**src/rtl/csio_pkg.sv**
```systemverilog
package csio_pkg;

    // ------------------------------------------------------------------
    // Register map
    // ------------------------------------------------------------------
    localparam int          ADDR_W         = 13;
    localparam logic [12:0] ADDR_RX_BG     = 13'h001a;
    localparam logic [12:0] ADDR_CRYSTAL_INPUT      = 13'h001b;
    localparam logic [12:0] ADDR_SPARE     = 13'h001c;
    localparam logic [12:0] ADDR_REF       = 13'h001d;
    localparam logic [12:0] ADDR_DRV       = 13'h0032;

    localparam logic [7:0]  RST_RX_BG      = 8'h00;
    localparam logic [7:0]  RST_CRYSTAL_INPUT       = 8'h80;
    localparam logic [7:0]  RST_REF        = 8'h00;
    localparam logic [7:0]  RST_DRV        = 8'ha8;
    // Driver image: strong, active, LVPECL, both pins driven, no inversion
    localparam logic [8:0]  RST_DRV_OUT    = 9'h15c;

    // Writable bits of each register; the rest read as zero
    localparam logic [7:0]  MASK_RX_BG     = 8'hfd;
    localparam logic [7:0]  MASK_CRYSTAL_INPUT      = 8'hbf;
    localparam logic [7:0]  MASK_REF       = 8'h05;
    localparam logic [7:0]  MASK_DRV       = 8'hff;

    // ------------------------------------------------------------------
    // Field positions
    // ------------------------------------------------------------------
    localparam int RX_RESET_BIT   = 7;
    localparam int BG_MSB         = 6;
    localparam int BG_LSB         = 2;
    localparam int BG_SPI_BIT     = 0;
    localparam int CRYSTAL_INPUT_AUTO_BIT  = 7;
    localparam int CRYSTAL_INPUT_CAP_MSB   = 5;
    localparam int REF_DBL_BIT    = 2;
    localparam int REF_CRYSTAL_INPUT_BIT   = 0;
    localparam int DRV_STRONG_BIT = 7;
    localparam int DRV_PD_BIT     = 6;
    localparam int DRV_FMT_MSB    = 5;
    localparam int DRV_FMT_LSB    = 3;
    localparam int DRV_POL_MSB    = 2;
    localparam int DRV_POL_LSB    = 1;
    localparam int DRV_SPI_BIT    = 0;

    // ------------------------------------------------------------------
    // Serial port framing
    // ------------------------------------------------------------------
    localparam logic [4:0] INSTR_LAST = 5'h0f;
    localparam logic [4:0] DATA_LAST  = 5'h07;
    localparam int         RD_FLAG_BIT = 14;

    typedef enum logic [2:0] {
        FMT_CMOS_BOTH = 3'b000,
        FMT_CMOS_POS  = 3'b001,
        FMT_CMOS_NEG  = 3'b010,
        FMT_CMOS_OFF  = 3'b011,
        FMT_LVDS      = 3'b100,
        FMT_LVPECL    = 3'b101,
        FMT_UNUSED6   = 3'b110,
        FMT_UNUSED7   = 3'b111
    } csio_fmt_t;

    typedef enum logic [2:0] {
        SP_IDLE  = 3'b000,
        SP_INSTR = 3'b001,
        SP_WDATA = 3'b010,
        SP_RLOAD = 3'b011,
        SP_RDATA = 3'b100,
        SP_DONE  = 3'b101
    } csio_sp_st_t;

endpackage

```
**src/rtl/csio_serial_port.sv**
```systemverilog
`timescale 1ns/1ps
module csio_serial_port (
    input  wire logic        clk_sys_in,
    input  wire logic        rst_in,
    input  wire logic        sclk_in,
    input  wire logic        cs_n_in,
    input  wire logic        sdio_in,
    input  wire logic [7:0]  rd_data_in,
    output logic             sdio_out,
    output logic             sdio_oe_out,
    output logic             wr_stb_out,
    output logic [12:0]      addr_out,
    output logic [7:0]       wr_data_out
);

    // ------------------------------------------------------------------
    // Pin synchronisers
    // ------------------------------------------------------------------
    logic [1:0]          sclk_sync_reg;
    logic [1:0]          cs_n_sync_reg;
    logic [1:0]          sdio_sync_reg;
    logic                sclk_prev_reg;
    logic                sclk_rise;
    logic                cs_active;

    always_ff @(posedge clk_sys_in or posedge rst_in) begin
        if (rst_in) begin
            sclk_sync_reg <= 2'h0;
            cs_n_sync_reg <= 2'h3;
            sdio_sync_reg <= 2'h0;
            sclk_prev_reg <= 1'b0;
        end else begin
            sclk_sync_reg <= {sclk_sync_reg[0], sclk_in};
            cs_n_sync_reg <= {cs_n_sync_reg[0], cs_n_in};
            sdio_sync_reg <= {sdio_sync_reg[0], sdio_in};
            sclk_prev_reg <= sclk_sync_reg[1];
        end
    end

    assign sclk_rise = sclk_sync_reg[1] & ~sclk_prev_reg;
    assign cs_active = ~cs_n_sync_reg[1];

    // ------------------------------------------------------------------
    // Frame sequencer
    // ------------------------------------------------------------------
    csio_pkg::csio_sp_st_t st_reg,      st_next;
    logic [4:0]            cnt_reg,     cnt_next;
    logic [15:0]           shift_reg,   shift_next;
    logic [7:0]            rd_sh_reg,   rd_sh_next;
    logic [12:0]           addr_reg,    addr_next;
    logic [7:0]            wdata_reg,   wdata_next;
    logic                  oe_reg,      oe_next;
    logic                  wr_stb_reg,  wr_stb_next;

    always_comb begin
        st_next     = st_reg;
        cnt_next    = cnt_reg;
        shift_next  = shift_reg;
        rd_sh_next  = rd_sh_reg;
        addr_next   = addr_reg;
        wdata_next  = wdata_reg;
        oe_next     = oe_reg;
        wr_stb_next = 1'b0;
        if (!cs_active) begin
            st_next  = csio_pkg::SP_IDLE;
            cnt_next = 5'h00;
            oe_next  = 1'b0;
        end else begin
            unique case (st_reg)
                csio_pkg::SP_IDLE: begin
                    st_next  = csio_pkg::SP_INSTR;
                    cnt_next = 5'h00;
                end
                csio_pkg::SP_INSTR: if (sclk_rise) begin
                    shift_next = {shift_reg[14:0], sdio_sync_reg[1]};
                    cnt_next   = cnt_reg + 5'h01;
                    if (cnt_reg == csio_pkg::INSTR_LAST) begin
                        addr_next = {shift_reg[11:0], sdio_sync_reg[1]};
                        cnt_next  = 5'h00;
                        st_next   = shift_reg[csio_pkg::RD_FLAG_BIT] ? csio_pkg::SP_RLOAD
                                                                     : csio_pkg::SP_WDATA;
                    end
                end
                csio_pkg::SP_WDATA: if (sclk_rise) begin
                    shift_next = {shift_reg[14:0], sdio_sync_reg[1]};
                    cnt_next   = cnt_reg + 5'h01;
                    if (cnt_reg == csio_pkg::DATA_LAST) begin
                        wdata_next  = {shift_reg[6:0], sdio_sync_reg[1]};
                        wr_stb_next = 1'b1;
                        st_next     = csio_pkg::SP_DONE;
                    end
                end
                csio_pkg::SP_RLOAD: begin
                    rd_sh_next = rd_data_in;
                    oe_next    = 1'b1;
                    st_next    = csio_pkg::SP_RDATA;
                end
                csio_pkg::SP_RDATA: if (sclk_rise) begin
                    rd_sh_next = {rd_sh_reg[6:0], 1'b0};
                    cnt_next   = cnt_reg + 5'h01;
                    if (cnt_reg == csio_pkg::DATA_LAST) begin
                        oe_next = 1'b0;
                        st_next = csio_pkg::SP_DONE;
                    end
                end
                csio_pkg::SP_DONE: st_next = csio_pkg::SP_DONE;
                default:           st_next = csio_pkg::SP_IDLE;
            endcase
        end
    end

    always_ff @(posedge clk_sys_in or posedge rst_in) begin
        if (rst_in) begin
            st_reg     <= csio_pkg::SP_IDLE;
            cnt_reg    <= 5'h00;
            shift_reg  <= 16'h0000;
            rd_sh_reg  <= 8'h00;
            addr_reg   <= 13'h0000;
            wdata_reg  <= 8'h00;
            oe_reg     <= 1'b0;
            wr_stb_reg <= 1'b0;
        end else begin
            st_reg     <= st_next;
            cnt_reg    <= cnt_next;
            shift_reg  <= shift_next;
            rd_sh_reg  <= rd_sh_next;
            addr_reg   <= addr_next;
            wdata_reg  <= wdata_next;
            oe_reg     <= oe_next;
            wr_stb_reg <= wr_stb_next;
        end
    end

    assign sdio_out    = rd_sh_reg[7];
    assign sdio_oe_out = oe_reg;
    assign wr_stb_out  = wr_stb_reg;
    assign addr_out    = addr_reg;
    assign wr_data_out = wdata_reg;

endmodule // csio_serial_port

```
**src/rtl/csio_drv_decode.sv**
```systemverilog
`timescale 1ns/1ps
module csio_drv_decode (
    input  wire logic [7:0]  ctrl_in,
    input  wire logic        fmt_pin_in,
    output logic             strong_out,
    output logic             pd_out,
    output logic [2:0]       fmt_out,
    output logic             pos_en_out,
    output logic             neg_en_out,
    output logic             pos_inv_out,
    output logic             neg_inv_out
);

    csio_pkg::csio_fmt_t fmt;
    logic [1:0]          pol;

    always_comb begin
        if (ctrl_in[csio_pkg::DRV_SPI_BIT]) begin
            strong_out = ctrl_in[csio_pkg::DRV_STRONG_BIT];
            pd_out     = ctrl_in[csio_pkg::DRV_PD_BIT];
            fmt = csio_pkg::csio_fmt_t'(ctrl_in[csio_pkg::DRV_FMT_MSB:csio_pkg::DRV_FMT_LSB]);
            pol = ctrl_in[csio_pkg::DRV_POL_MSB:csio_pkg::DRV_POL_LSB];
        end else begin
            // Pin mode: differential format from the pin, other bits at default
            strong_out = 1'b1;
            pd_out     = 1'b0;
            fmt = fmt_pin_in ? csio_pkg::FMT_LVPECL : csio_pkg::FMT_LVDS;
            pol = 2'h0;
        end
        pos_en_out = 1'b0;
        neg_en_out = 1'b0;
        unique case (fmt)
            csio_pkg::FMT_CMOS_BOTH: begin
                pos_en_out = 1'b1;
                neg_en_out = 1'b1;
            end
            csio_pkg::FMT_CMOS_POS:  pos_en_out = 1'b1;
            csio_pkg::FMT_CMOS_NEG:  neg_en_out = 1'b1;
            csio_pkg::FMT_CMOS_OFF:  pos_en_out = 1'b0;
            csio_pkg::FMT_LVDS, csio_pkg::FMT_LVPECL: begin
                pos_en_out = 1'b1;
                neg_en_out = 1'b1;
            end
            csio_pkg::FMT_UNUSED6, csio_pkg::FMT_UNUSED7: pos_en_out = 1'b0;
        endcase
        fmt_out = fmt;
        // Polarity only acts in CMOS formats
        pos_inv_out = ~fmt[2] & pol[1];
        neg_inv_out = ~fmt[2] & ~pol[0];
    end

endmodule // csio_drv_decode

```
**src/rtl/csio_config_top.sv**
```systemverilog
`timescale 1ns/1ps
// How it works
// - Writing one to receiver reset bit 7 pulses receiver reset, then bit self-clears.
// - Five-bit band gap adjust field in bits 6:2, resets to zero.
// - Bit 0 low selects automatic band gap; high applies the adjust field.
// - Crystal register bit 7 high (reset) selects automatic tuning; low uses field.
// - Six-bit tuning field is inverted binary, 0.25 pF per step; zero is 15.75 pF.
// - Reference path bit 2 low bypasses the doubler; high inserts it.
// - Reference bit 0 low follows detected external reference; high forces crystal input.
// - Driver bit 7 selects weak (0) or strong (1) drive; strong after reset.
// - Driver bit 6 low keeps primary output active; high powers it down.
// - Format field 5:3 selects CMOS variants, LVDS or LVPECL; LVPECL after reset.
// - Polarity field 2:1 sets sense of each CMOS pin; 00 after reset.
// - Polarity field is ignored in non-CMOS formats.
// - Driver bit 0 low: format pin picks LVDS/LVPECL; high: bits 7:1 govern.
module csio_config_top (
    input  wire logic        clk_sys_in,
    input  wire logic        rst_in,
    input  wire logic        sclk_in,
    input  wire logic        cs_n_in,
    input  wire logic        sdio_in,
    output logic             sdio_out,
    output logic             sdio_oe_out,
    input  wire logic        output_format_select_pin_in,
    input  wire logic        ext_ref_present_in,
    output logic             rx_reset_out,
    output logic             bandgap_spi_en_out,
    output logic [4:0]       bandgap_code_out,
    output logic             crystal_input_cap_auto_out,
    output logic [5:0]       crystal_input_cap_quarter_pf_out,
    output logic             doubler_sel_out,
    output logic             use_ext_ref_out,
    output logic             primary_output_strong_out,
    output logic             primary_output_pd_out,
    output logic [2:0]       primary_output_fmt_out,
    output logic             primary_output_pos_en_out,
    output logic             primary_output_neg_en_out,
    output logic             primary_output_pos_inv_out,
    output logic             primary_output_neg_inv_out
);

    // ------------------------------------------------------------------
    // Serial port
    // ------------------------------------------------------------------
    logic        wr_stb;
    logic [12:0] addr;
    logic [7:0]  wr_data;
    logic [7:0]  rd_data;

    csio_serial_port u_port (
        .clk_sys_in  (clk_sys_in),
        .rst_in      (rst_in),
        .sclk_in     (sclk_in),
        .cs_n_in     (cs_n_in),
        .sdio_in     (sdio_in),
        .rd_data_in  (rd_data),
        .sdio_out    (sdio_out),
        .sdio_oe_out (sdio_oe_out),
        .wr_stb_out  (wr_stb),
        .addr_out    (addr),
        .wr_data_out (wr_data)
    );

    // ------------------------------------------------------------------
    // Pin synchronisers
    // ------------------------------------------------------------------
    logic [1:0] fmt_pin_sync_reg;
    logic [1:0] ext_ref_sync_reg;

    always_ff @(posedge clk_sys_in or posedge rst_in) begin
        if (rst_in) begin
            fmt_pin_sync_reg <= 2'h0;
            ext_ref_sync_reg <= 2'h0;
        end else begin
            fmt_pin_sync_reg <= {fmt_pin_sync_reg[0], output_format_select_pin_in};
            ext_ref_sync_reg <= {ext_ref_sync_reg[0], ext_ref_present_in};
        end
    end

    // ------------------------------------------------------------------
    // Register bank
    // ------------------------------------------------------------------
    logic [7:0] rx_bg_reg, rx_bg_next;
    logic [7:0] crystal_input_reg,  crystal_input_next;
    logic [7:0] ref_reg,   ref_next;
    logic [7:0] drv_reg,   drv_next;

    always_comb begin
        // Receiver reset clears itself one cycle after being set
        rx_bg_next = rx_bg_reg;
        rx_bg_next[csio_pkg::RX_RESET_BIT] = 1'b0;
        crystal_input_next  = crystal_input_reg;
        ref_next   = ref_reg;
        drv_next   = drv_reg;
        if (wr_stb) begin
            // A write overrides the self-clear, so a new reset is never lost
            unique case (addr)
                csio_pkg::ADDR_RX_BG: rx_bg_next = wr_data & csio_pkg::MASK_RX_BG;
                csio_pkg::ADDR_CRYSTAL_INPUT:  crystal_input_next  = wr_data & csio_pkg::MASK_CRYSTAL_INPUT;
                csio_pkg::ADDR_REF:   ref_next   = wr_data & csio_pkg::MASK_REF;
                csio_pkg::ADDR_DRV:   drv_next   = wr_data & csio_pkg::MASK_DRV;
                default:              rx_bg_next = rx_bg_next;
            endcase
        end
    end

    always_ff @(posedge clk_sys_in or posedge rst_in) begin
        if (rst_in) begin
            rx_bg_reg <= csio_pkg::RST_RX_BG;
            crystal_input_reg  <= csio_pkg::RST_CRYSTAL_INPUT;
            ref_reg   <= csio_pkg::RST_REF;
            drv_reg   <= csio_pkg::RST_DRV;
        end else begin
            rx_bg_reg <= rx_bg_next;
            crystal_input_reg  <= crystal_input_next;
            ref_reg   <= ref_next;
            drv_reg   <= drv_next;
        end
    end

    // Unmapped addresses and the spare register read zero
    always_comb begin
        unique case (addr)
            csio_pkg::ADDR_RX_BG: rd_data = rx_bg_reg;
            csio_pkg::ADDR_CRYSTAL_INPUT:  rd_data = crystal_input_reg;
            csio_pkg::ADDR_REF:   rd_data = ref_reg;
            csio_pkg::ADDR_DRV:   rd_data = drv_reg;
            default:              rd_data = 8'h00;
        endcase
    end

    // ------------------------------------------------------------------
    // Reference and receiver controls
    // ------------------------------------------------------------------
    logic use_ext_reg, use_ext_next;

    always_comb begin
        use_ext_next = ext_ref_sync_reg[1] & ~ref_reg[csio_pkg::REF_CRYSTAL_INPUT_BIT];
    end

    always_ff @(posedge clk_sys_in or posedge rst_in) begin
        if (rst_in) begin
            use_ext_reg <= 1'b0;
        end else begin
            use_ext_reg <= use_ext_next;
        end
    end

    assign rx_reset_out            = rx_bg_reg[csio_pkg::RX_RESET_BIT];
    assign bandgap_spi_en_out      = rx_bg_reg[csio_pkg::BG_SPI_BIT];
    assign bandgap_code_out        = rx_bg_reg[csio_pkg::BG_SPI_BIT]
                                   ? rx_bg_reg[csio_pkg::BG_MSB:csio_pkg::BG_LSB] : 5'h00;
    assign crystal_input_cap_auto_out       = crystal_input_reg[csio_pkg::CRYSTAL_INPUT_AUTO_BIT];
    assign crystal_input_cap_quarter_pf_out = ~crystal_input_reg[csio_pkg::CRYSTAL_INPUT_CAP_MSB:0];
    assign doubler_sel_out         = ref_reg[csio_pkg::REF_DBL_BIT];
    assign use_ext_ref_out         = use_ext_reg;

    // ------------------------------------------------------------------
    // Primary output driver
    // ------------------------------------------------------------------
    logic       dec_strong, dec_pd, dec_pos_en, dec_neg_en, dec_pos_inv, dec_neg_inv;
    logic [2:0] dec_fmt;
    logic [8:0] drv_out_reg, drv_out_next;

    csio_drv_decode u_decode (
        .ctrl_in     (drv_reg),
        .fmt_pin_in  (fmt_pin_sync_reg[1]),
        .strong_out  (dec_strong),
        .pd_out      (dec_pd),
        .fmt_out     (dec_fmt),
        .pos_en_out  (dec_pos_en),
        .neg_en_out  (dec_neg_en),
        .pos_inv_out (dec_pos_inv),
        .neg_inv_out (dec_neg_inv)
    );

    always_comb begin
        drv_out_next = {dec_strong, dec_pd, dec_fmt, dec_pos_en, dec_neg_en,
                        dec_pos_inv, dec_neg_inv};
    end

    always_ff @(posedge clk_sys_in or posedge rst_in) begin
        if (rst_in) begin
            drv_out_reg <= csio_pkg::RST_DRV_OUT;
        end else begin
            drv_out_reg <= drv_out_next;
        end
    end

    assign primary_output_strong_out  = drv_out_reg[8];
    assign primary_output_pd_out      = drv_out_reg[7];
    assign primary_output_fmt_out     = drv_out_reg[6:4];
    assign primary_output_pos_en_out  = drv_out_reg[3];
    assign primary_output_neg_en_out  = drv_out_reg[2];
    assign primary_output_pos_inv_out = drv_out_reg[1];
    assign primary_output_neg_inv_out = drv_out_reg[0];

    // ------------------------------------------------------------------
    // Assertions
    // ------------------------------------------------------------------
    a_rx_reset_pulse: assert property (@(posedge clk_sys_in) disable iff (rst_in)
        rx_reset_out |=> !rx_reset_out)
        else $error("receiver reset did not clear itself");

    a_rx_reset_cause: assert property (@(posedge clk_sys_in) disable iff (rst_in)
        (wr_stb && addr == csio_pkg::ADDR_RX_BG && wr_data[7]) |=> rx_reset_out ##1 !rx_reset_out)
        else $error("receiver reset pulse wrong after write");

    a_bandgap_write: assert property (@(posedge clk_sys_in) disable iff (rst_in)
        (wr_stb && addr == csio_pkg::ADDR_RX_BG && wr_data[0])
        |=> bandgap_code_out == $past(wr_data[6:2]) && bandgap_spi_en_out)
        else $error("band gap field not applied");

    a_bandgap_auto: assert property (@(posedge clk_sys_in) disable iff (rst_in)
        !bandgap_spi_en_out |-> bandgap_code_out == 5'h00)
        else $error("band gap code driven in automatic mode");

    a_crystal_input_decode: assert property (@(posedge clk_sys_in) disable iff (rst_in)
        (wr_stb && addr == csio_pkg::ADDR_CRYSTAL_INPUT)
        |=> crystal_input_cap_quarter_pf_out == ~$past(wr_data[5:0])
            && crystal_input_cap_auto_out == $past(wr_data[7]))
        else $error("crystal tuning decode wrong");

    a_doubler_write: assert property (@(posedge clk_sys_in) disable iff (rst_in)
        (wr_stb && addr == csio_pkg::ADDR_REF) |=> doubler_sel_out == $past(wr_data[2]))
        else $error("doubler select not updated");

    a_ref_forced: assert property (@(posedge clk_sys_in) disable iff (rst_in)
        ref_reg[0] ##1 ref_reg[0] |-> !use_ext_ref_out)
        else $error("external reference used while crystal forced");

    a_drv_pd_write: assert property (@(posedge clk_sys_in) disable iff (rst_in)
        (wr_stb && addr == csio_pkg::ADDR_DRV && wr_data[0])
        |=> ##1 primary_output_pd_out == $past(wr_data[6], 2)
            && primary_output_strong_out == $past(wr_data[7], 2))
        else $error("driver power-down or strength not applied");

    a_drv_pin_mode: assert property (@(posedge clk_sys_in) disable iff (rst_in)
        $past(!drv_reg[0]) |-> primary_output_strong_out && !primary_output_pd_out
            && primary_output_fmt_out[2:1] == 2'h2)
        else $error("pin mode format not differential");

    a_pol_ignored: assert property (@(posedge clk_sys_in) disable iff (rst_in)
        primary_output_fmt_out[2] |-> !primary_output_pos_inv_out && !primary_output_neg_inv_out)
        else $error("polarity applied outside CMOS");

    a_spare_zero: assert property (@(posedge clk_sys_in) disable iff (rst_in)
        addr == csio_pkg::ADDR_SPARE |-> rd_data == 8'h00)
        else $error("spare register reads nonzero");

    a_drv_strength: assert property (@(posedge clk_sys_in) disable iff (rst_in)
        $past(drv_reg[csio_pkg::DRV_SPI_BIT])
        |-> primary_output_strong_out == $past(drv_reg[csio_pkg::DRV_STRONG_BIT]))
        else $error("drive strength not taken from register");

    a_drv_format: assert property (@(posedge clk_sys_in) disable iff (rst_in)
        $past(drv_reg[csio_pkg::DRV_SPI_BIT])
        |-> primary_output_fmt_out == $past(drv_reg[5:3]))
        else $error("driver format not taken from register");

    a_pol_cmos: assert property (@(posedge clk_sys_in) disable iff (rst_in)
        ($past(drv_reg[csio_pkg::DRV_SPI_BIT]) && !primary_output_fmt_out[2])
        |-> primary_output_pos_inv_out == $past(drv_reg[2])
            && primary_output_neg_inv_out == !$past(drv_reg[1]))
        else $error("CMOS polarity not applied");

    a_ref_follow: assert property (@(posedge clk_sys_in) disable iff (rst_in)
        !ref_reg[csio_pkg::REF_CRYSTAL_INPUT_BIT] ##1 !ref_reg[csio_pkg::REF_CRYSTAL_INPUT_BIT]
        |-> use_ext_ref_out == $past(ext_ref_sync_reg[1]))
        else $error("detected external reference not followed");

endmodule // csio_config_top

```
**config.mk**
```make
export PLATFORM = sky130hd
export DESIGN_NAME = csio_config_top
export DESIGN_NICKNAME = d
export VERILOG_FILES = /design/src/rtl/csio_pkg.sv /design/src/rtl/csio_serial_port.sv /design/src/rtl/csio_drv_decode.sv /design/src/rtl/csio_config_top.sv
export SDC_FILE = /design/constraint.sdc
export NUM_CORES = 1
export LEC_CHECK = 0
export ABC_AREA = 0
export ABC_CLOCK_PERIOD_IN_PS = 7700
export BUFFER_PORTS_ARGS = -buffer_cell sky130_fd_sc_hd__buf_4
export CORE_MARGIN = 2
export CORE_UTILIZATION = 35
export DETAILED_ROUTE_END_ITERATION = 16
export HOLD_SLACK_MARGIN = 0.08
export PLACE_DENSITY = 0.62
export SLEW_MARGIN = 15
export SYNTH_ARGS = -nofsm -noshare
export SYNTH_HDL_FRONTEND = slang
export SYNTH_SLANG_ARGS = --single-unit
```
**constraint.sdc**
```tcl
create_clock -name clk_sys_in -period 7.7 [get_ports clk_sys_in]
set_input_delay 1.54 -clock clk_sys_in [delete_from_list [all_inputs] [get_ports clk_sys_in]]
set_output_delay 1.54 -clock clk_sys_in [all_outputs]
set_load 0.02 [all_outputs]
```
# Word-level counts from Yosys, hierarchy flattened
# Index checks and enable logic that the tools add are counted.
dict set report word_totals {
  input_bits 7
  word_cells 107
  ff_bits 99
}
dict set report op_classes {
  bitwise_logic 10
  n_addsub 1
  n_reduce_logical 20
  mux 33
  n_eq_ne 22
}
# cell n
set ops {}
lappend ops {{13-bit by 5-bit == test with 1-bit output, second input constant} 3}
lappend ops {{8-bit one-hot mux with 4 select lines} 1}
lappend ops {{5-bit 2-to-1 mux} 5}
lappend ops {{8-bit 2-to-1 mux} 3}
lappend ops {{3-bit 2-to-1 mux} 6}
lappend ops {{3-bit by 1-bit inequality test with 1-bit output, second input constant} 6}
lappend ops {{8-bit one-hot mux with 2 select lines} 1}
lappend ops {{3-bit one-hot mux with 5 select lines} 1}
lappend ops {{5-bit one-hot mux with 3 select lines} 1}
lappend ops {{13-bit by 6-bit == test with 1-bit output, second input constant} 1}
lappend ops {{1-bit 2-to-1 mux} 13}
lappend ops {{3-bit == test, second input constant} 4}
lappend ops {{3-bit AND reduction} 4}
lappend ops {{4-bit AND reduction} 3}
lappend ops {{3-bit by 2-bit == test with 1-bit output, second input constant} 3}
lappend ops {{2-bit AND reduction} 4}
lappend ops {{4-bit OR reduction} 2}
lappend ops {{3-bit by 1-bit == test with 1-bit output, second input constant} 2}
lappend ops {{3-bit zero test} 2}
lappend ops {{6-bit inverter} 1}
lappend ops {{5-bit by 1-bit adder with 5-bit output, second input constant} 1}
lappend ops {{5-bit by 3-bit == test with 1-bit output, second input constant} 1}
lappend ops {{5-bit by 4-bit == test with 1-bit output, second input constant} 1}
lappend ops {{1-bit inverter} 5}
lappend ops {{other kinds (8)} 12}

# Longest topological paths before layout
# Gate-level depths: netlist (run 1).
dict set report depth {
  word_depth 5
  mapped_depth 7
  ltp_nobuf 7
}

# Hierarchy
# From an unflattened synthesis (run 1), not the netlist that was laid out.
dict set report unflattened {
  cells_unflattened 329
  area_unflattened_um2 4451.8
}
# mod seq_area_each_um2 n_inst area_per_inst_um2 cells_each
set modules_own_cells {}
lappend modules_own_cells {csio_serial_port 1529.0 1 2681.3 188}
lappend modules_own_cells {csio_config_top 962.2 1 1700.4 130}
lappend modules_own_cells {csio_drv_decode 0.0 1 70.1 11}

# Worst setup path before layout (run 1)
# OpenSTA, ideal clock, no wires.
dict set report synth_timing {
  path_type {register to output}
  startpoint {register rx_bg_reg[0]}
  endpoint {output port bandgap_code_out[0]}
  t_required_ns 6.160
  path_slack_ns 5.394
  t_arrival_ns 0.766
  path_stages_with_launch 2
  cell_sequence {dfrtp_1 -> and2_1}
}
dict set report synth_via {
  elab_chain_cells 1
}
# element line_no
set synth_rtl {}
lappend synth_rtl {{start, declared} csio_config_top.sv:83} ;# logic [7:0] rx_bg_reg, rx_bg_next;
lappend synth_rtl {{start signal, assigned} csio_config_top.sv:109} ;# rx_bg_reg <= csio_pkg::RST_RX_BG;
lappend synth_rtl {{start signal, assigned} csio_config_top.sv:114} ;# rx_bg_reg <= rx_bg_next;
lappend synth_rtl {{5-bit 2-to-1 mux} csio_config_top.sv:152} ;# ? rx_bg_reg[csio_pkg::BG_MSB:csio_pkg::BG_LSB] : 5'h00;
lappend synth_rtl {{end, declared} csio_config_top.sv:28} ;# output logic [4:0] bandgap_code_out,
# No other way between the ends.

# Worst setup path after layout (run 1)
dict set report layout_timing {
  startpoint {register rx_bg_reg[0]}
  endpoint {output port bandgap_code_out[3]}
}
# Same word-level chain as after synthesis.

==> run metrics, run 1 <==
Mapped Area 0.00428 sq mm; Min Hold Slack 0.348 ns; RSZ-0062 raised after global routing no; Psw 0.216 mW; number of flops mapped to enable cells by yosys 0; synthesized instance count 322; number of vias per cell 5.17; Crit path required time 6.16 ns; Comb power frac 0.030; Num Clock Sinks 99; Worst-Skew Late Latency 0.34 ns; Max Cap Violations 0; post-CTS setup buffer count 0; WL/cell 15.9 um; hpwl dp 5620 um; number of antenna violations at the first check in global routing 0; H-tree depth 3; Root Buffer clkbuf_16; Slew @ Worst Pin 1.02 ns; DRT Pass-1 Iters 4; clock skew 0.00529 ns; area of the multi-input gates 0.00169 sq mm; Routed WL 8160 um; Worst Path Max Fanout 8; Cell Pwr Density 212 mW/mm^2; Post-synth ARST share 1.00; sequential fraction of the synthesis area 0.582; CP startpoint kind flip-flop; Final Cycle Share 0.351; worst-case clock buffer depth 2; CTS Buf Count 9; sequential cell area 0.00249 sq mm; Flop pwr share 0.513; vias in the first global route 2625; switching fraction of total power 0.203; largest net degree at the start of global routing 85; syn_area_per_cell 13.3 sq um; Resized cells post-CTS 0; yosys warns 0; clock share of power 0.457; cts hold-fix bufs 0; Period minus WS final 2.70 ns; DR iter-0 viols 186; die width 115 um; grt ovf 0; fin area 0.00503 sq mm; total core area 0.0120 sq mm; post-layout net count 371; antenna diode count 0; row count 40; first-pass GRT wire length 13400 um; DIE AREA 0.0131 sq mm; worst vdd rail ir drop 0.111 mV; area grow syn2layout 17.5%; Post-synth top flop dfrtp_1; GP Congestion 0.787; DRC viols 0; routed vias 2647; total routing usage reported by global routing 0.133; syn_nets 333; class of the worst hold path reg -> reg; crit path capture type output port; Slew HR 0.317; Crit Path Class reg -> out; TritonCTS clock tree done; clk slew on worst S/H paths 0.06 ns; Internal 0.849 mW; Cell Area, Placed 0.00470 sq mm; # IOs 34; Fin. Hold Viols 0; Starting Density 0.358; fraction of layout instances using a drive strength above 1 0.378; number of flip-flops in the largest register 15; setup tns final 0 ns; Setup-failing EPs final 0; #FFs+latches synth 99; Achievable Freq 370 MHz; Slew Viols, Final 0; status complete, no violations; # fillers 1097; remaining antenna violation count 0; Tot Pwr 1.06 mW; Leak 2.32 nW; Die H 115 um; Port Buffers 33; Crit path arrival time 1.16 ns; library cells used by synthesis 58
## area by class of cell
| type | instances | share of cell area |
|---|---|---|
| clock buffers | 12 | 0.0510 |
| clock inverters | 4 | 0.0144 |
| inverters | 17 | 0.0132 |
| multi-input cells | 197 | 0.336 |
| flip-flops and latches | 99 | 0.495 |
| well taps | 147 | 0.0366 |
| repair buffers | 36 | 0.0537 |
## per-layer routing
metal  vias to the layer above  part of all wire  track usage
met5                         -                 0            0
met4                         0             0.024       0.0764
met3                        13             0.022       0.0212
met2                        32              0.48        0.211
met1                      1352              0.47        0.173
li1                       1250                 -            -
## kinds of logic after synthesis
logic type,count (synthesis),synth area share
DFF,99,0.582
and+or+nand+nor,73,0.113
muxes,68,0.177
AOI/OAI and AO/OA,49,0.0854
buffers and inverters,26,0.0237
adders and majority gates,6,0.0164
xor gates and xnor gates,1,0.00205
## cells in the mapped netlist, drive strengths merged, types with 2 or more instances
cell / number / area (sq um)
dfrtp: 88 / 2200
mux2: 62 / 698
inv: 17 / 63.8
dfstp: 11 / 289
nand2: 10 / 37.5
nand2b: 8 / 50.1
nor3: 8 / 40.0
and2: 7 / 43.8
o21ai: 7 / 35.0
a21oi: 6 / 30.0
mux2i: 6 / 60.1
nor2: 6 / 25.0
nor2b: 6 / 37.5
a21boi: 5 / 37.5
buf: 5 / 22.5
nand3: 5 / 35.0
o211ai: 5 / 37.5
a2bb2oi: 4 / 35.0
clkbuf: 4 / 15.0
ha: 4 / 50.1
nor3b: 4 / 35.0
a31oi: 3 / 18.8
and3: 3 / 18.8
a211oi: 2 / 15.0
maj3: 2 / 20.0
nand4: 2 / 18.8
nand4b: 2 / 17.5
nor4b: 2 / 23.8
nor4bb: 2 / 20.0
o21a: 2 / 15.0
o21bai: 2 / 15.0
or4b: 2 / 27.5
or4bb: 2 / 22.5
## final timing paths
check / start / endpoint / slack (ns) / cells past startpoint
min in group asynchronous: rst_in / u_port.cnt_reg[2]$_DFFE_PP0P_ / 1.12 / 2
worst max register to register: u_port.cnt_reg[0]$_DFFE_PP0P_ / u_port.wr_data_out[3]$_DFFE_PP0P_ / 5.29 / 4
worst min-delay path: u_port.sdio_sync_reg[0]$_DFF_PP0_ / u_port.sdio_sync_reg[1]$_DFF_PP0_ / 0.35 / 0
worst min register to register: u_port.sdio_sync_reg[0]$_DFF_PP0_ / u_port.sdio_sync_reg[1]$_DFF_PP0_ / 0.35 / 0
worst max-delay path: rx_bg_reg[0]$_DFFE_PP0P_ / bandgap_code_out[3] / 5.00 / 2
max in group asynchronous: rst_in / u_port.rd_sh_reg[2]$_DFFE_PP0P_ / 5.31 / 3
## cell usage in the layout, fill, tap and decap left out, types with 3 or more instances in the layout
master	n
nand2_1	10
a21boi_0	5
mux2i_1	6
and2_1	7
nand2b_1	8
o21ai_1	6
a2bb2oi_1	4
mux2_2	62
inv_1	16
ha_1	4
and3_1	3
dfrtp_1	88
nor3b_1	3
a31oi_1	3
nor2_1	5
nor3_1	8
buf_4	36
a21oi_1	6
nand3_1	3
o211ai_1	5
nor2b_1	6
clkbuf_16	9
dfstp_2	11
## metrics by stage
stage,setup WS [ns],utilization,instances
4_1_cts,4.99,0.420,512
5_1_grt,4.95,0.420,512
3_3_place_gp,4.89,0.393,496
3_5_place_dp,4.87,0.393,496
2_1_floorplan,3.59,-,322
6_report,5.00,0.420,512
## critical path, cell delays in order, from the launching register on
cell,delay [ns]
dfrtp_1,0.47
and2_1,0.20
buf_4,0.15
## power by group through the flow
stage | clock network (mW) | logic (mW) | registers (mW)
6_report | 0.487 | 0.0317 | 0.546
3_3_place_gp | 0 | 0.0317 | 0.555
2_1_floorplan | 0 | 0.0243 | 0.550
4_1_cts | 0.497 | 0.0332 | 0.546
5_1_grt | 0.514 | 0.0364 | 0.548
3_5_place_dp | 0 | 0.0328 | 0.555
(Power assumes the default switching activity.)
==> run 2, diff against run 1 <==
Settings changed: ABC_CLOCK_PERIOD_IN_PS 7700 to 2700.
Clock period 7.7 ns to 2.7 ns, I/O delays scaled along.
==> run metrics, run 2 (same netlist as run 1, synthesis figures left out) <==
first-pass GRT wire length 13200 um (was 13400 um); Worst-Skew Late Latency 0.34 ns (about the same); Routed WL 8060 um (was 8160 um); Fin. Hold Viols 0 (unchanged); clk slew on worst S/H paths 0.07 ns (was 0.06 ns); row count 40 (unchanged); Slew @ Worst Pin 0.747 ns (was 1.02 ns); worst vdd rail ir drop 0.270 mV (was 0.111 mV); remaining antenna violation count 0 (unchanged); Port Buffers 33 (unchanged); Tot Pwr 3.03 mW (was 1.06 mW); Slew HR 0.501 (was 0.317); status complete, no violations (unchanged); class of the worst hold path in -> reg (was reg -> reg); Starting Density 0.358 (unchanged); clock skew 0.00889 ns (was 0.00529 ns); largest net degree at the start of global routing 100 (was 85); routed vias 2609 (was 2647); antenna diode count 0 (unchanged); number of antenna violations at the first check in global routing 0 (unchanged); vias in the first global route 2612 (was 2625); Slew Viols, Final 0 (unchanged); Achievable Freq 468 MHz; Crit Path Class reg -> reg (was reg -> out); die width 115 um (unchanged); crit path capture type flip-flop (was output port); fraction of layout instances using a drive strength above 1 0.383 (was 0.378); setup tns final 0 ns (unchanged); post-CTS setup buffer count 0 (unchanged); cts hold-fix bufs 0 (unchanged); TritonCTS clock tree done (unchanged); total core area 0.0120 sq mm (unchanged); Num Clock Sinks 99 (unchanged); Crit path required time 2.96 ns (was 6.16 ns); number of flip-flops in the largest register 15 (unchanged); GP Congestion 0.820 (was 0.787); Min Hold Slack 0.300 ns (was 0.348 ns); hpwl dp 5440 um (was 5620 um); DIE AREA 0.0131 sq mm (unchanged); Setup-failing EPs final 0 (unchanged); post-layout net count 374 (was 371); CP startpoint kind flip-flop (unchanged); Resized cells post-CTS 0 (unchanged); Cell Pwr Density 599 mW/mm^2 (was 212 mW/mm^2); number of vias per cell 5.07 (was 5.17); commonest non-fill, non-tap cell in the layout dfrtp_1 (unchanged); Period minus WS final 2.14 ns; DRC viols 0 (unchanged); RSZ-0062 raised after global routing no (unchanged); Final Cycle Share 0.792; H-tree depth 3 (unchanged); # fillers 1094 (was 1097); DRT Pass-1 Iters 4 (unchanged); # IOs 34 (unchanged); Root Buffer clkbuf_16 (unchanged); CTS Buf Count 9 (unchanged); grt ovf 0 (unchanged); Placed Cells 499 (was 496); WL/cell 15.7 um (was 15.9 um); Worst Path Max Fanout 6 (was 8); Crit path arrival time 2.40 ns (was 1.16 ns); most frequent cells in the layout dfrtp_1 (88), mux2_2 (62), buf_4 (38) (was dfrtp_1 (88), mux2_2 (62), buf_4 (36)); Finished Layout Cells 515 (was 512); DR iter-0 viols 137 (was 186); area grow syn2layout 18.3% (was 17.5%); Leak 2.33 nW (was 2.32 nW); Max Cap Violations 0 (unchanged); total routing usage reported by global routing 0.132 (was 0.133); worst-case clock buffer depth 2 (unchanged); Die H 115 um (unchanged)
-- run 2: changes by cell type in the layout (fill, tap and decap cells not counted), sizes merged --
cell / before / now
clkinv: 1 / 0
clkinvlp: 1 / 3
clkbuf: 12 / 11
buf: 36 / 39
-- run 2: worst paths after layout --
path | from | endpoint | slack [ns] | cells after the start
worst min register to register | u_port.sdio_sync_reg[0]$_DFF_PP0_ | u_port.sdio_sync_reg[1]$_DFF_PP0_ | 0.35 | 0
worst min-delay path | ext_ref_present_in | ext_ref_sync_reg[0]$_DFF_PP0_ | 0.30 | 1
min in group asynchronous | rst_in | u_port.sclk_sync_reg[0]$_DFF_PP0_ | 0.33 | 3
max in group asynchronous | rst_in | drv_reg[3]$_DFFE_PP1P_ | 1.95 | 3
worst max register to register | u_port.addr_out[8]$_DFFE_PP0P_ | u_port.rd_sh_reg[3]$_DFFE_PP0P_ | 0.56 | 4
worst max-delay path | u_port.addr_out[8]$_DFFE_PP0P_ | u_port.rd_sh_reg[3]$_DFFE_PP0P_ | 0.56 | 4
-- run 2: area by class of cell --
type | instances | area, sq um | share of cell area
clock buffer | 11 | 243 | 0.0479
multi-input combinational | 197 | 1690 | 0.333
timing repair buffer | 39 | 305 | 0.0603
clock inverter | 5 | 83.8 | 0.0166
tap | 147 | 184 | 0.0363
sequential | 99 | 2490 | 0.492
inverter | 17 | 67.6 | 0.0133
-- run 2: critical path, stage by stage, from the launching register on --
cell	delay, ns
dfrtp_1	0.39
or4_4	0.58
nor4b_2	0.69
a2bb2oi_1	0.22
o21ai_1	0.17
-- run 2: power by group --
part           switching [mW]  internal, mW
clock network           0.541         0.840
registers              0.0340          1.52
logic                  0.0525        0.0408
-- run 2: per-stage QoR --
| stage | cell area, sq um | utilization | setup WS, ns |
|---|---|---|---|
| 3_5_place_dp | 4740 | 0.396 | 0.590 |
| 5_1_grt | 5060 | 0.423 | 0.457 |
| 2_1_floorplan | 4280 | - | 0.766 |
| 4_1_cts | 5060 | 0.423 | 0.549 |
| 3_3_place_gp | 4740 | 0.396 | 0.599 |
| 6_report | 5060 | 0.423 | 0.562 |
-- run 2: layer usage --
layer  wire length [um]  GRT usage
met3                198     0.0270
met5                  0          0
met1               3890      0.175
met4                160     0.0642
met2               3820      0.205
==> run 3, diff against run 2 <==
Settings changed: ABC_AREA 0 to 1, ABC_CLOCK_PERIOD_IN_PS 2700 to 1900, PLACE_DENSITY 0.62 to 0.64.
Clock period 2.7 ns to 1.9 ns, I/O delays scaled along.
==> run metrics, run 3 <==
die width 114 um (was 115 um); number of flops mapped to enable cells by yosys 0 (unchanged); class of the worst hold path in -> async (was in -> reg); Min Hold Slack 0.102 ns (was 0.300 ns); Starting Density 0.356 (was 0.358); cts hold-fix bufs 0 (unchanged); WL/cell 12.6 um (was 15.7 um); Setup-failing EPs final 0 (unchanged); sequential fraction of the synthesis area 0.588 (was 0.582); worst vdd rail ir drop 0.371 mV (was 0.270 mV); R2R depth 9 (was 4); post-layout net count 521 (was 374); grt ovf 0 (unchanged); Final Worst Setup Slack 0.232 ns (was 0.562 ns); routed vias 3101 (was 2609); synth cell count leaders nand2_1 (136), dfrtp_1 (88), inv_1 (61) (was dfrtp_1 (88), mux2_2 (62), inv_1 (17)); Port Buffers 33 (unchanged); area grow syn2layout 18.2% (was 18.3%); Slew Viols, Final 0 (unchanged); vias in the first global route 3041 (was 2612); Mapped Area 0.00424 sq mm (was 0.00428 sq mm); post-CTS setup buffer count 0 (unchanged); total core area 0.0119 sq mm (was 0.0120 sq mm); DR iter-0 viols 191 (was 137); clock skew 0.00969 ns (was 0.00889 ns); hpwl dp 5970 um (was 5440 um); status complete, no violations (unchanged); Crit Path Class reg -> reg (unchanged); Setup WS pre-CTS 0.234 ns (was 0.590 ns); # fillers 1153 (was 1094); Final Cycle Share 0.878 (was 0.792); synthesized instance count 466 (was 322); clk slew on worst S/H paths 0.07 ns (about the same); largest net degree at the start of global routing 54 (was 100); syn_area_per_cell 9.10 sq um (was 13.3 sq um); Achievable Freq 599 MHz (was 468 MHz); Num Clock Sinks 99 (unchanged); library cells used by synthesis 34 (was 58); CP startpoint kind flip-flop (unchanged); Post-synth ARST share 1.00 (unchanged); Crit path required time 2.16 ns (was 2.96 ns); Die H 114 um (was 115 um); first-pass GRT wire length 14100 um (was 13200 um); Slew HR 0.623 (was 0.501); TritonCTS clock tree done (unchanged); commonest non-fill, non-tap cell in the layout nand2_1 (was dfrtp_1); number of flip-flops in the largest register 15 (unchanged); top cell type's share of synthesized area 0.519 (was 0.514); row count 40 (unchanged); Worst-Skew Late Latency 0.35 ns (was 0.34 ns); top cells by area in the synthesized netlist dfrtp_1 (52%), nand2_1 (12%), dfstp_2 (6.8%) (was dfrtp_1 (51%), mux2_2 (16%), dfstp_2 (6.8%)); Crit path arrival time 1.93 ns (was 2.40 ns); yosys warns 0 (unchanged); Tot Pwr 4.51 mW (was 3.03 mW); DIE AREA 0.0130 sq mm (was 0.0131 sq mm); # IOs 34 (unchanged); worst reg2reg startpoint u_port.cnt_reg[0]$_DFFE_PP0P_ (was u_port.addr_out[8]$_DFFE_PP0P_); #FFs+latches synth 99 (unchanged); Fin. Hold Viols 0 (unchanged); RSZ-0062 raised after global routing no (unchanged); H-tree depth 3 (unchanged); remaining antenna violation count 0 (unchanged); DRT Pass-1 Iters 4 (unchanged); count leader, synth nand2_1 (was dfrtp_1); number of vias per cell 4.68 (was 5.07); crit path capture type flip-flop (unchanged); worst-case clock buffer depth 2 (unchanged); DRC viols 0 (unchanged); setup tns final 0 ns (unchanged); Cell Pwr Density 900 mW/mm^2 (was 599 mW/mm^2); number of antenna violations at the first check in global routing 0 (unchanged); syn_nets 477 (was 333); antenna diode count 0 (unchanged); CTS Buf Count 9 (unchanged); Max Cap Violations 0 (unchanged); Resized cells post-CTS 0 (unchanged); Leak 2.42 nW (was 2.33 nW); Period minus WS final 1.67 ns (was 2.14 ns); Post-synth top flop dfrtp_1 (unchanged); Root Buffer clkbuf_16 (unchanged); crit path from u_port.cnt_reg[0]$_DFFE_PP0P_ (was u_port.addr_out[8]$_DFFE_PP0P_); Slew @ Worst Pin 0.566 ns (was 0.747 ns); Worst Path Max Fanout 3 (was 6); fraction of layout instances using a drive strength above 1 0.190 (was 0.383); most frequent cells in the layout nand2_1 (136), dfrtp_1 (88), inv_1 (60) (was dfrtp_1 (88), mux2_2 (62), buf_4 (38)); area leader, netlist dfrtp_1 (unchanged); Routed WL 8310 um (was 8060 um); total routing usage reported by global routing 0.138 (was 0.132); GP Congestion 0.832 (was 0.820)
-- run 3: path summary, 6_finish.rpt --
check,endpoint,slack [ns]
max,u_port.cnt_reg[1]$_DFFE_PP0P_,0.23
min,u_port.sdio_sync_reg[1]$_DFF_PP0_,0.10
max reg2reg,u_port.cnt_reg[1]$_DFFE_PP0P_,0.23
min reg2reg,u_port.sclk_sync_reg[1]$_DFF_PP0_,0.35
max in group asynchronous,drv_out_reg[8]$_DFF_PP1_,1.27
min in group clk_sys_in,fmt_pin_sync_reg[0]$_DFF_PP0_,0.14
-- run 3: through the flow --
step / utilization / cell area, sq um / std cells
2_1_floorplan: - / 4240 / 466
3_3_place_gp: 0.395 / 4700 / 646
3_5_place_dp: 0.395 / 4700 / 646
4_1_cts: 0.421 / 5010 / 662
5_1_grt: 0.421 / 5010 / 662
6_report: 0.421 / 5010 / 662
-- run 3: cells by family after synthesis --
logic type | after synthesis | share of synthesized area
and+or+nand+nor | 203 | 0.211
DFF | 99 | 0.588
AOI/OAI and AO/OA | 80 | 0.102
buffers and inverters | 73 | 0.0688
muxes | 6 | 0.0159
adders and majority gates | 4 | 0.0118
xor gates and xnor gates | 1 | 0.00207
-- run 3: worst max-delay path, cell delays in order (launching register included) --
cell	delay, ns
dfrtp_1	0.40
ha_1	0.22
nand2_1	0.13
nor2_1	0.07
ha_1	0.24
inv_1	0.08
nand3_1	0.12
nand2_1	0.14
nand2_1	0.06
o21ai_0	0.14
-- run 3: routing by layer --
metal,wire length (um),vias up,global-route usage,part of all wire
met4,238,0,0.0732,0.029
met5,0,-,0,0
li1,-,1563,-,-
met2,3860,52,0.218,0.46
met1,3980,1469,0.179,0.48
met3,238,17,0.0296,0.029
-- run 3: final cells by class --
class	instances	area (sq um)	area share
flip-flops and latches	99	2490	0.497
clock buffers	9	225	0.0449
multi-input cells	294	1460	0.291
well taps	147	184	0.0367
repair buffers	41	320	0.0639
inverters	65	248	0.0494
clock inverters	7	87.6	0.0175
-- run 3: report_power, final --
part           switching (mW)  internal (mW)  leakage (nW)
logic                   0.261          0.114         0.961
clock network           0.828           1.05         0.151
registers              0.0560           2.21          1.31
total                    1.14           3.37          2.42
